`src/hdl/cfr_params.svh`:
```
`ifndef CFR_PARAMS_SVH
`define CFR_PARAMS_SVH

// Register indices; byte address is four times the index
`define CFR_IDX_CLOCK_RATE_SELECT   6'h02
`define CFR_IDX_STAGE_ENABLES       6'h03
`define CFR_IDX_IRQ_PENDING_FLAGS   6'h04
`define CFR_IDX_IRQ_ENABLE_MASK     6'h05
`define CFR_IDX_IRQ_CLEAR           6'h10

// Reset values
`define CFR_RST_CLOCK_RATE_SELECT   16'h1310
`define CFR_RST_STAGE_ENABLES       16'h0000
`define CFR_RST_IRQ_ENABLE_MASK     8'h00

// Clock configuration fields
`define CFR_CLK_EDGE_BIT            2
`define CFR_CLK_BYPASS_BIT          3
`define CFR_CLK_IN_RATE_LSB         4
`define CFR_CLK_CORE_RATE_LSB       8
`define CFR_CLK_OUT_RATE_LSB        12
`define CFR_CLK_OUT_SRC_LSB         14
`define CFR_CLK_WRITABLE            16'hf33c

// Datapath enable fields
`define CFR_EN_NODELAY_LSB          0
`define CFR_EN_INTERP_BIT           4
`define CFR_EN_LIMITER_BIT          5
`define CFR_EN_DELAY_LSB            8
`define CFR_EN_WRITABLE             16'h0f3f

// Flag register: eight sources, bits 15:8 reserved
`define CFR_NUM_FLAGS               8

`endif

```
`src/hdl/cfr_pkg.sv`:
```
package cfr_pkg;

    // Rate code of one derived clock
    typedef enum logic [1:0] {
        CFR_RATE_OFF = 2'h0,
        CFR_RATE_X1  = 2'h1,
        CFR_RATE_X2  = 2'h2,
        CFR_RATE_X4  = 2'h3
    } cfr_rate_t;

    // Write channel sequencer
    typedef enum logic [0:0] {
        CFR_WR_IDLE = 1'h0,
        CFR_WR_RESP = 1'h1
    } cfr_wr_state_t;

    // Read channel sequencer
    typedef enum logic [0:0] {
        CFR_RD_IDLE = 1'h0,
        CFR_RD_DATA = 1'h1
    } cfr_rd_state_t;

    typedef logic [7:0] cfr_flags_t;

endpackage

```
`src/hdl/cfr_irq_if.sv`:
```
`timescale 1ns/1ps
`default_nettype none

interface cfr_irq_if;
    logic [7:0] event_pulse;
    logic [7:0] clear_pulse;
    logic [7:0] mask;
    logic [7:0] flags;
    logic       irq;

    modport ctrl (
        output event_pulse,
        output clear_pulse,
        output mask,
        input  flags,
        input  irq
    );
    modport unit (
        input  event_pulse,
        input  clear_pulse,
        input  mask,
        output flags,
        output irq
    );
endinterface

`default_nettype wire

```
`src/hdl/cfr_irq_flags.sv`:
```
`timescale 1ns/1ps
`default_nettype none
`include "cfr_params.svh"

module cfr_irq_flags
    import cfr_pkg::*;
(
    // Clock and reset
    input  wire logic clk,
    input  wire logic resetn,
    input  wire logic ce,
    // Flag traffic
    cfr_irq_if.unit   port_if
);

    cfr_flags_t flags_reg;
    cfr_flags_t flags_next;
    logic       irq_reg;
    logic       irq_next;

    // One sticky bit per source; a new event beats a clear in the same cycle
    genvar i;
    generate
        for (i = 0; i < `CFR_NUM_FLAGS; i++) begin : g_flag
            assign flags_next[i] = port_if.event_pulse[i] |
                                   (flags_reg[i] &
                                    ~port_if.clear_pulse[i]);
        end
    endgenerate

    // Mask gates only the pin, never the sticky bit itself
    assign irq_next = |(flags_next & port_if.mask);

    // State, frozen while the clock enable is low
    always_ff @(posedge clk or negedge resetn) begin
        if (!resetn) begin
            flags_reg <= 8'h00;
            irq_reg   <= 1'b0;
        end else if (ce) begin
            flags_reg <= flags_next;
            irq_reg   <= irq_next;
        end
    end

    assign port_if.flags = flags_reg;
    assign port_if.irq   = irq_reg;

endmodule

`default_nettype wire

```
`src/hdl/cfr_global_ctrl.sv`:
```
`timescale 1ns/1ps
`default_nettype none
`include "cfr_params.svh"

module cfr_global_ctrl
    import cfr_pkg::*;
(
    // Clock, reset and freeze
    input  wire logic        clk,
    input  wire logic        resetn,
    input  wire logic        ce,
    // AXI4-Lite write address
    input  wire logic [7:0]  s_axi_awaddr,
    input  wire logic [2:0]  s_axi_awprot,
    input  wire logic        s_axi_awvalid,
    output logic             s_axi_awready,
    // AXI4-Lite write data
    input  wire logic [31:0] s_axi_wdata,
    input  wire logic [3:0]  s_axi_wstrb,
    input  wire logic        s_axi_wvalid,
    output logic             s_axi_wready,
    // AXI4-Lite write response
    output logic [1:0]       s_axi_bresp,
    output logic             s_axi_bvalid,
    input  wire logic        s_axi_bready,
    // AXI4-Lite read address
    input  wire logic [7:0]  s_axi_araddr,
    input  wire logic [2:0]  s_axi_arprot,
    input  wire logic        s_axi_arvalid,
    output logic             s_axi_arready,
    // AXI4-Lite read data
    output logic [31:0]      s_axi_rdata,
    output logic [1:0]       s_axi_rresp,
    output logic             s_axi_rvalid,
    input  wire logic        s_axi_rready,
    // Event pulses from snapshot, timer, power, update and checksum units
    input  wire logic [7:0]  event_pulse,
    // Interrupt to the host
    output logic             irq,
    // Clock generation controls
    output logic             ref_edge_falling,
    output logic             pll_bypass,
    output cfr_rate_t        in_clk_rate,
    output cfr_rate_t        core_clk_rate,
    output cfr_rate_t        out_clk_rate,
    output logic [2:0]       clk_running,
    output logic [1:0]       out_clk_src_sel,
    // Datapath controls
    output logic [3:0]       peak_cancel_stage_en,
    output logic [3:0]       peak_cancel_stage_skip_delay,
    output logic             interp_en,
    output logic             limiter_en,
    output logic             datapath_bypass
);

    localparam logic [1:0] RESP_OKAY   = 2'h0;
    localparam logic [1:0] RESP_SLVERR = 2'h2;

    // Software-visible state
    logic [15:0]   clk_cfg_reg;
    logic [15:0]   clk_cfg_next;
    logic [15:0]   stage_en_reg;
    logic [15:0]   stage_en_next;
    cfr_flags_t    mask_reg;
    cfr_flags_t    mask_next;

    // Write channel holding
    logic          aw_hold_reg;
    logic [5:0]    aw_idx_reg;
    logic          w_hold_reg;
    logic [15:0]   wdata_reg;
    logic [1:0]    wstrb_reg;
    cfr_wr_state_t wr_state_reg;
    cfr_wr_state_t wr_state_next;
    logic [1:0]    bresp_reg;

    // Read channel holding
    cfr_rd_state_t rd_state_reg;
    cfr_rd_state_t rd_state_next;
    logic [31:0]   rdata_reg;
    logic [1:0]    rresp_reg;

    cfr_irq_if     irq_bus ();

    // Merge byte lanes of a 16-bit register, writable bits only
    function automatic logic [15:0] merge16(
        input logic [15:0] old_val,
        input logic [15:0] new_val,
        input logic [1:0]  strb,
        input logic [15:0] writable
    );
        logic [15:0] lane;
        lane = {{8{strb[1]}}, {8{strb[0]}}} & writable;
        return (old_val & ~lane) | (new_val & lane);
    endfunction

    // Write path

    // Address and data are taken independently, in either order
    assign s_axi_awready = ce & ~aw_hold_reg;
    assign s_axi_wready  = ce & ~w_hold_reg;

    wire aw_take = s_axi_awvalid & s_axi_awready;
    wire w_take  = s_axi_wvalid & s_axi_wready;

    // Commit once both halves are held and no response is pending
    wire wr_commit = ce & aw_hold_reg & w_hold_reg &
                     (wr_state_reg == CFR_WR_IDLE);
    wire b_done    = ce & s_axi_bvalid & s_axi_bready;

    // Register select on the held write index
    wire wr_clk   = wr_commit &
                    (aw_idx_reg == `CFR_IDX_CLOCK_RATE_SELECT);
    wire wr_en    = wr_commit &
                    (aw_idx_reg == `CFR_IDX_STAGE_ENABLES);
    wire wr_flags = wr_commit &
                    (aw_idx_reg == `CFR_IDX_IRQ_PENDING_FLAGS);
    wire wr_mask  = wr_commit &
                    (aw_idx_reg == `CFR_IDX_IRQ_ENABLE_MASK);
    wire wr_clear = wr_commit &
                    (aw_idx_reg == `CFR_IDX_IRQ_CLEAR);
    wire wr_hit   = wr_clk | wr_en | wr_flags | wr_mask | wr_clear;

    // Holding registers for the two request halves
    always_ff @(posedge clk or negedge resetn) begin
        if (!resetn) begin
            aw_hold_reg <= 1'b0;
            aw_idx_reg  <= 6'h00;
        end else if (aw_take) begin
            aw_hold_reg <= 1'b1;
            aw_idx_reg  <= s_axi_awaddr[7:2];
        end else if (wr_commit) begin
            aw_hold_reg <= 1'b0;
        end
    end

    always_ff @(posedge clk or negedge resetn) begin
        if (!resetn) begin
            w_hold_reg <= 1'b0;
            wdata_reg  <= 16'h0000;
            wstrb_reg  <= 2'h0;
        end else if (w_take) begin
            w_hold_reg <= 1'b1;
            wdata_reg  <= s_axi_wdata[15:0];
            wstrb_reg  <= s_axi_wstrb[1:0];
        end else if (wr_commit) begin
            w_hold_reg <= 1'b0;
        end
    end

    // Response sequencer
    always_comb begin
        wr_state_next = wr_state_reg;
        case (wr_state_reg)
            CFR_WR_IDLE: begin
                if (wr_commit) begin
                    wr_state_next = CFR_WR_RESP;
                end
            end
            CFR_WR_RESP: begin
                if (b_done) begin
                    wr_state_next = CFR_WR_IDLE;
                end
            end
            default: begin
                wr_state_next = CFR_WR_IDLE;
            end
        endcase
    end

    always_ff @(posedge clk or negedge resetn) begin
        if (!resetn) begin
            wr_state_reg <= CFR_WR_IDLE;
            bresp_reg    <= RESP_OKAY;
        end else if (ce) begin
            wr_state_reg <= wr_state_next;
            if (wr_commit) begin
                bresp_reg <= wr_hit ? RESP_OKAY : RESP_SLVERR;
            end
        end
    end

    assign s_axi_bvalid = (wr_state_reg == CFR_WR_RESP);
    assign s_axi_bresp  = bresp_reg;

    // Control registers

    // Runs on the bus clock, so the reference clock may be stopped
    assign clk_cfg_next = wr_clk ?
        merge16(clk_cfg_reg, wdata_reg, wstrb_reg,
                `CFR_CLK_WRITABLE) :
        clk_cfg_reg;
    assign stage_en_next = wr_en ?
        merge16(stage_en_reg, wdata_reg, wstrb_reg,
                `CFR_EN_WRITABLE) :
        stage_en_reg;
    // Upper lane of the mask is reserved and never stored
    assign mask_next = (wr_mask & wstrb_reg[0]) ?
        wdata_reg[7:0] : mask_reg;

    always_ff @(posedge clk or negedge resetn) begin
        if (!resetn) begin
            clk_cfg_reg  <= `CFR_RST_CLOCK_RATE_SELECT;
            stage_en_reg <= `CFR_RST_STAGE_ENABLES;
            mask_reg     <= `CFR_RST_IRQ_ENABLE_MASK;
        end else if (ce) begin
            clk_cfg_reg  <= clk_cfg_next;
            stage_en_reg <= stage_en_next;
            mask_reg     <= mask_next;
        end
    end

    // Clock configuration decode

    assign ref_edge_falling = clk_cfg_reg[`CFR_CLK_EDGE_BIT];
    assign pll_bypass       = clk_cfg_reg[`CFR_CLK_BYPASS_BIT];

    // Rate fields; code zero stops that clock
    assign in_clk_rate   = cfr_rate_t'(
        clk_cfg_reg[`CFR_CLK_IN_RATE_LSB +: 2]);
    assign core_clk_rate = cfr_rate_t'(
        clk_cfg_reg[`CFR_CLK_CORE_RATE_LSB +: 2]);
    assign out_clk_rate  = cfr_rate_t'(
        clk_cfg_reg[`CFR_CLK_OUT_RATE_LSB +: 2]);
    assign clk_running   = {out_clk_rate  != CFR_RATE_OFF,
                            core_clk_rate != CFR_RATE_OFF,
                            in_clk_rate   != CFR_RATE_OFF};

    // Stored as written; only code 00 is meaningful downstream
    assign out_clk_src_sel = clk_cfg_reg[`CFR_CLK_OUT_SRC_LSB +: 2];

    // Datapath enable decode

    wire [3:0] en_nodelay = stage_en_reg[`CFR_EN_NODELAY_LSB +: 4];
    wire [3:0] en_delay   = stage_en_reg[`CFR_EN_DELAY_LSB +: 4];

    // Either group enables a stage
    assign peak_cancel_stage_en = en_nodelay | en_delay;

    // A bypassed stage drops its delay only while the without-delay
    // group alone is in use; otherwise its delay stays in the path
    assign peak_cancel_stage_skip_delay =
        ~peak_cancel_stage_en &
        {4{(|en_nodelay) & ~(|en_delay)}};

    assign interp_en  = stage_en_reg[`CFR_EN_INTERP_BIT];
    assign limiter_en = stage_en_reg[`CFR_EN_LIMITER_BIT];

    // No peak work at all, samples still pass the delay buffers
    assign datapath_bypass = (stage_en_reg == 16'h0000);

    // Interrupt flags

    // Both the flag register and the clear register clear by ones
    assign irq_bus.event_pulse = event_pulse;
    assign irq_bus.clear_pulse =
        {8{(wr_flags | wr_clear) & wstrb_reg[0]}} &
        wdata_reg[7:0];
    assign irq_bus.mask = mask_reg;

    cfr_irq_flags u_flags (
        .clk     (clk),
        .resetn  (resetn),
        .ce      (ce),
        .port_if (irq_bus)
    );

    // Host reads the flags to find the cause
    assign irq = irq_bus.irq;

    // Read path

    wire [5:0] rd_idx = s_axi_araddr[7:2];
    wire rd_clk   = (rd_idx == `CFR_IDX_CLOCK_RATE_SELECT);
    wire rd_en    = (rd_idx == `CFR_IDX_STAGE_ENABLES);
    wire rd_flags = (rd_idx == `CFR_IDX_IRQ_PENDING_FLAGS);
    wire rd_mask  = (rd_idx == `CFR_IDX_IRQ_ENABLE_MASK);
    wire rd_clear = (rd_idx == `CFR_IDX_IRQ_CLEAR);
    wire rd_hit   = rd_clk | rd_en | rd_flags | rd_mask | rd_clear;

    // Read mux; reserved bits and the clear register read zero
    wire [31:0] rd_mux =
        rd_clk   ? {16'h0000, clk_cfg_reg}                 :
        rd_en    ? {16'h0000, stage_en_reg}                :
        rd_flags ? {24'h000000, irq_bus.flags}             :
        rd_mask  ? {24'h000000, mask_reg}                  :
                   32'h00000000;

    assign s_axi_arready = ce & (rd_state_reg == CFR_RD_IDLE);

    wire ar_take = s_axi_arvalid & s_axi_arready;
    wire r_done  = ce & s_axi_rvalid & s_axi_rready;

    always_comb begin
        rd_state_next = rd_state_reg;
        case (rd_state_reg)
            CFR_RD_IDLE: begin
                if (ar_take) begin
                    rd_state_next = CFR_RD_DATA;
                end
            end
            CFR_RD_DATA: begin
                if (r_done) begin
                    rd_state_next = CFR_RD_IDLE;
                end
            end
            default: begin
                rd_state_next = CFR_RD_IDLE;
            end
        endcase
    end

    // Data is captured at the address edge, so a later flag set
    // shows on the next read, not this one
    always_ff @(posedge clk or negedge resetn) begin
        if (!resetn) begin
            rd_state_reg <= CFR_RD_IDLE;
            rdata_reg    <= 32'h00000000;
            rresp_reg    <= RESP_OKAY;
        end else if (ce) begin
            rd_state_reg <= rd_state_next;
            if (ar_take) begin
                rdata_reg <= rd_mux;
                rresp_reg <= rd_hit ? RESP_OKAY : RESP_SLVERR;
            end
        end
    end

    assign s_axi_rvalid = (rd_state_reg == CFR_RD_DATA);
    assign s_axi_rdata  = rdata_reg;
    assign s_axi_rresp  = rresp_reg;

endmodule

`default_nettype wire

```
`config.mk`:
```
export PLATFORM = sky130hd
export DESIGN_NAME = cfr_global_ctrl
export DESIGN_NICKNAME = d
export VERILOG_FILES = /design/src/hdl/cfr_pkg.sv /design/src/hdl/cfr_irq_if.sv /design/src/hdl/cfr_irq_flags.sv /design/src/hdl/cfr_global_ctrl.sv
export VERILOG_INCLUDE_DIRS = /design/src /design/src/hdl
export SDC_FILE = /design/constraint.sdc
export NUM_CORES = 1
export LEC_CHECK = 0
export ABC_CLOCK_PERIOD_IN_PS = 4200
export BUFFER_PORTS_ARGS = -buffer_cell sky130_fd_sc_hd__buf_2
export CAP_MARGIN = 10
export CORE_ASPECT_RATIO = 0.75
export CORE_UTILIZATION = 45
export CTS_CLUSTER_SIZE = 16
export DETAILED_ROUTE_END_ITERATION = 6
export PLACE_DENSITY_LB_ADDON = 0.15
export REMOVE_ABC_BUFFERS = 1
export SLEW_MARGIN = 20
export SYNTH_ARGS = -nofsm -noshare
export SYNTH_HDL_FRONTEND = slang
export SYNTH_SLANG_ARGS = --single-unit
```
`constraint.sdc`:
```
create_clock -name clk -period 4.2 [get_ports clk]
set_input_delay 0.21 -clock clk [delete_from_list [all_inputs] [get_ports clk]]
set_output_delay 0.21 -clock clk [all_outputs]
set_load 0.05 [all_outputs]
```
== Word level (Yosys, flattened, before mapping) ==
Cells that the tools add are included.

* Eq/ne operators: 10
* Muxes and demuxes: 15
* Bitwise gates (word level): 72
* Reduce and logical (&&, ||, !) cells: 14

{| class="wikitable"
|+ Operator list
! operator !! number
|-
| 16-bit bitwise AND || 3
|-
| 16-bit 2-to-1 mux || 2
|-
| 16-bit OR || 2
|-
| 1-bit bitwise AND || 29
|-
| 6-bit by 2-bit == test with 1-bit output (second input constant) || 4
|-
| 6-bit by 3-bit == test with 1-bit output (second input constant) || 4
|-
| 1-bit OR || 17
|-
| 16-bit by 12-bit bitwise AND with 16-bit output || 1
|-
| 8-bit bitwise AND || 2
|-
| 16-bit logical NOT || 1
|-
| 8-bit 2-to-1 mux || 2
|-
| 12-bit NOT with 16-bit output || 1
|-
| 16-bit NOT || 1
|-
| 1-bit NOT || 13
|-
| 6-bit by 5-bit == test with 1-bit output (second input constant) || 2
|-
| 2-bit AND reduction || 5
|-
| 2-bit nonzero test || 5
|-
| 4-bit OR reduction || 2
|-
| 8-bit OR reduction || 1
|-
| 1-bit 2-to-1 mux || 7
|-
| 4-bit bitwise AND || 1
|-
| 2-bit 2-to-1 mux || 2
|-
| 4-bit NOT || 1
|-
| 4-bit OR || 1
|-
| 1-bit case mux with 2 select lines || 2
|}

* Bits in registers: 113
* Output and inout port bits: 66
* Word-level logic and storage cells: 126

== Longest topological paths before layout ==
* Depth after elaboration: 12
* Depth in mapped cells: 6
* Gate-level depth less buffers: 5

== Hierarchy ==
Synthesis repeated with hierarchy kept, for this count alone.

* Cell total of the unflattened synthesis: 311
* Area, all modules: 3887.5 um^2

{| class="wikitable"
|+ Modules (own cells, without submodules)
! module !! instances !! cells an instance !! area an instance (um^2)
|-
| cfr_global_ctrl || 1 || 264 || 3430.8
|-
| cfr_irq_flags || 1 || 47 || 456.7
|}

== Least setup slack after synthesis ==
Ideal clock, no wire load.

* Path type: register to output
* Start point: register with a tool-made name
* End point: output port datapath_bypass
* Data arrival time: 2545 ps
* Data required time: 3990 ps
* Setup slack: 1445 ps
* Stages on the path, launching flop included: 3
* Path buffers: 0
* Path through: dfrtp_1 -> or4_1 -> nor4b_1

{| class="wikitable"
|+ RTL lines
! element !! line !! source
|-
| end: declaration || cfr_global_ctrl.sv:53 || <nowiki>output logic datapath_bypass</nowiki>
|}

==> impl_metrics.yaml <==
status:
  status: "complete, no violations"
global_route:
  track_usage_pct: 20.6
  antenna_found_initial: 0
  grt_pass1_wl_um: 13400
  grt_pass1_vias: 2631
  grt_overflow_total: 0
  grt_max_degree: 84
cells_and_area:
  nets: 498
  nFillCells: 710
  diodes: 0
  drive_above_1_share_pct: 41.5
  area.growth.synth_to_final_pct: 22.9
worst_setup_path:
  crit_arrival_ns: 2.44
  reg2reg_slack_ns: 1.98
  critPathLaunchType: "flip-flop"
  endpoint_kind: "flip-flop"
  cp_max_fo: 6
  critical_path_class: "reg -> reg"
  rr_worst_depth: 5
  worstReg2RegStart: "s_axi_bvalid"
  required_ns: 4.42
sta:
  fmax_mhz: 450
  worstMarginPinSlew_ns: 0.969
  hold_viol: 0
  hold_ws_ns: 0.0557
  setup_ws_ns: 1.98
  final_max_slew_viol_count: 0
  slew_headroom_pct: 35.3
  finalCriticalPeriod_ns: 2.22
  fin_setup_tns_ns: 0
  setup_viol: 0
  finalCritPeriodShare_pct: 52.9
  clock_skew_ns: 0.00560
  rsz0062_at_grt: "false"
floorplan:
  num_rows: 28
  dieWidth_um: 109
  core_area_um2: 8060
  die_y_um: 81.9
  dieArea_um2: 8890
  initial_utilization_pct: 47.5
  top_level_ports: 140
synthesis:
  synth_compound_area_share_pct: 11.3
  synth-seq-cells: 83
  synth_area_um2: 3830
  synth_top_family_by_area: "multiplexers"
  ys_types: 42
  synth_xor_area_share_pct: 0.229
  syn_inst: 328
  seq_area_frac_synth_pct: 54.4
  syn_avg_cell_area_um2: 11.7
  synthAdderAreaFrac_pct: 0
  synthMuxAreaShare_pct: 16.9
  yosysTopAreaCellShare_pct: 51.6
  ys_warn_count: 0
  yosys.area_share.simple_pct: 11.9
  synth_top_cell_by_area: "dfrtp_1"
  synth_area_leaders: "dfrtp_1 (52%), mux2_2 (16%), buf_4 (3.5%)"
cts:
  cts_buffer_depth: 2
  cts-buffers-inserted: 9
  cts_setup_buffers: 0
  clk-insertion-delay-late_ns: 0.34
  clk_transition_reported_paths_ns: 0.06
  cts_sinks: 83
  cts_tree: "yes"
  cts_max_level: 3
  cts-root-buf: "clkbuf_16"
route:
  drt_iter0_drc: 107
  final_antenna_net_count: 0
  first_pass_iters: 4
  dr_wl_met2_um: 3900
  num_vias: 2825
  drc: 0
  met1Wirelength_um: 4070
  wl_per_cell_um: 16.0
  met3_length_um: 532
  top_layer_used: "met4"
  routed_wl_um: 8570
  vias_per_cell: 5.29
power_and_ir_drop:
  totalPowerFinal_mw: 2.80
  p_leak_nw: 2.36
  peakVddDrop_mv: 0.379
  power_density_nw_per_um2: 595
min_path:
  hp-class: "in -> reg"
  hold_end: "s_axi_bvalid"
  worstHoldPathCells: 2
  timing.hold.worst.start: "s_axi_bready"
placed_design:
  gp_congestion: 0.783
  port_buffers: 93
  dp_hpwl_um: 5790
  dp_slack_ns: 1.80
flow_run:
  drv_cap: 0
==> kinds of logic after synthesis <==
logic type | Yosys count
mux | 58
flops | 83
other cells | 1
compound gates | 65
simple gates | 85
buf+inv | 35
xor+xnor | 1
==> cell usage after synthesis <==
| master | count |
|---|---|
| nand4_1 | 1 |
| nand3b_1 | 2 |
| a211oi_1 | 3 |
| nor3_2 | 1 |
| o31ai_1 | 2 |
| and4b_1 | 1 |
| or3_1 | 1 |
| nor2_1 | 15 |
| and4_1 | 1 |
| nor4b_1 | 2 |
| nand4_2 | 1 |
| nor4_2 | 1 |
| nand2_1 | 28 |
| dfstp_2 | 4 |
| or2_2 | 7 |
| nor3b_1 | 2 |
| mux2i_1 | 5 |
| nor2b_1 | 7 |
| nor4_1 | 2 |
| nor3b_2 | 1 |
| dfrtp_1 | 79 |
| buf_4 | 18 |
| a21o_1 | 5 |
| nor3_1 | 4 |
| and2_1 | 1 |
| mux2_2 | 53 |
| a22o_1 | 10 |
| conb_1 | 1 |
| o21ai_0 | 21 |
| xor2_1 | 1 |
| a21oi_1 | 5 |
| a211o_1 | 1 |
| a31oi_1 | 7 |
| inv_1 | 7 |
| a21boi_0 | 2 |
| a41oi_1 | 1 |
| or4_1 | 2 |
| a221oi_1 | 3 |
| nand2b_1 | 2 |
| nand3_1 | 3 |
| clkbuf_1 | 10 |
| a22oi_1 | 5 |
==> cell type report <==
cell class              instances  area (µm²)  share of cell area [%]
multi-input cells             227        1630                    34.6
inverters                       7        26.3                   0.558
flip-flops and latches         83        2080                    44.2
well taps                     105         131                    2.79
clock inverters                 4        97.6                    2.07
clock buffers                  12         246                    5.24
repair buffers                 96         497                    10.6
==> critical path: stages (launching register included) <==
cell	delay, ns
dfrtp_1	0.40
and4b_1	0.34
and2_1	0.21
nand4_2	0.17
nor2_1	0.57
mux2_2	0.41
==> cells in the final DEF (no fill, tap or decap), types with 2 or more instances in the layout <==
cell type,n
buf_2,92
dfrtp_1,79
mux2_2,53
nand2_1,28
o21ai_0,21
conb_1,18
nor2_1,15
a22o_1,10
clkbuf_16,9
or2_2,7
nor2b_1,7
inv_1,7
a31oi_1,7
mux2i_1,5
a22oi_1,5
a21o_1,5
a21oi_1,5
nor3_1,4
dfstp_2,4
a221oi_1,3
a211oi_1,3
nand3_1,3
bufinv_16,3
or4_1,2
nor4b_1,2
nand3b_1,2
nand2b_1,2
o31ai_1,2
nor3b_1,2
a21boi_0,2
clkbuf_1,2
buf_4,2
==> repair_timing <==
action	in CTS	in global routing
gates resized for setup	0	0
hold endpoints to repair	0	26
hold buffers	0	1
==> power breakdown <==
part | switching (mW) | internal, mW
Sequential | 0.163 | 0.981
Clock | 0.309 | 0.598
Combinational | 0.490 | 0.264
Total | 0.962 | 1.84
==> stage by stage <==
step                std cells  instance area, µm²  util [%]
floorplan                 317                3720         -
global route              534                4710      58.4
CTS                       533                4690      58.2
global placement          517                4340      53.9
detailed placement        517                4340      53.9
finish                    534                4710      58.4
==> worst max-delay path by stage <==
stage	startpoint	endpoint	slack, ns	depth (start not counted)
after floorplan	flip-flop	datapath_bypass	1.45	2
after global placement	ce	flip-flop	1.82	6
after detailed placement	ce	flip-flop	1.80	6
after CTS	s_axi_bvalid	flip-flop	2.00	5
after global routing	s_axi_bvalid	flip-flop	1.84	5
final	s_axi_bvalid	flip-flop	1.98	5
==> routing by layer <==
metal	track usage, %	vias to the layer above
met5	0	-
met2	31.6	85
met1	28.2	1394
met4	5.14	0
li1	-	1337
met3	6.98	9
Power figures use the tool's default switching activity.
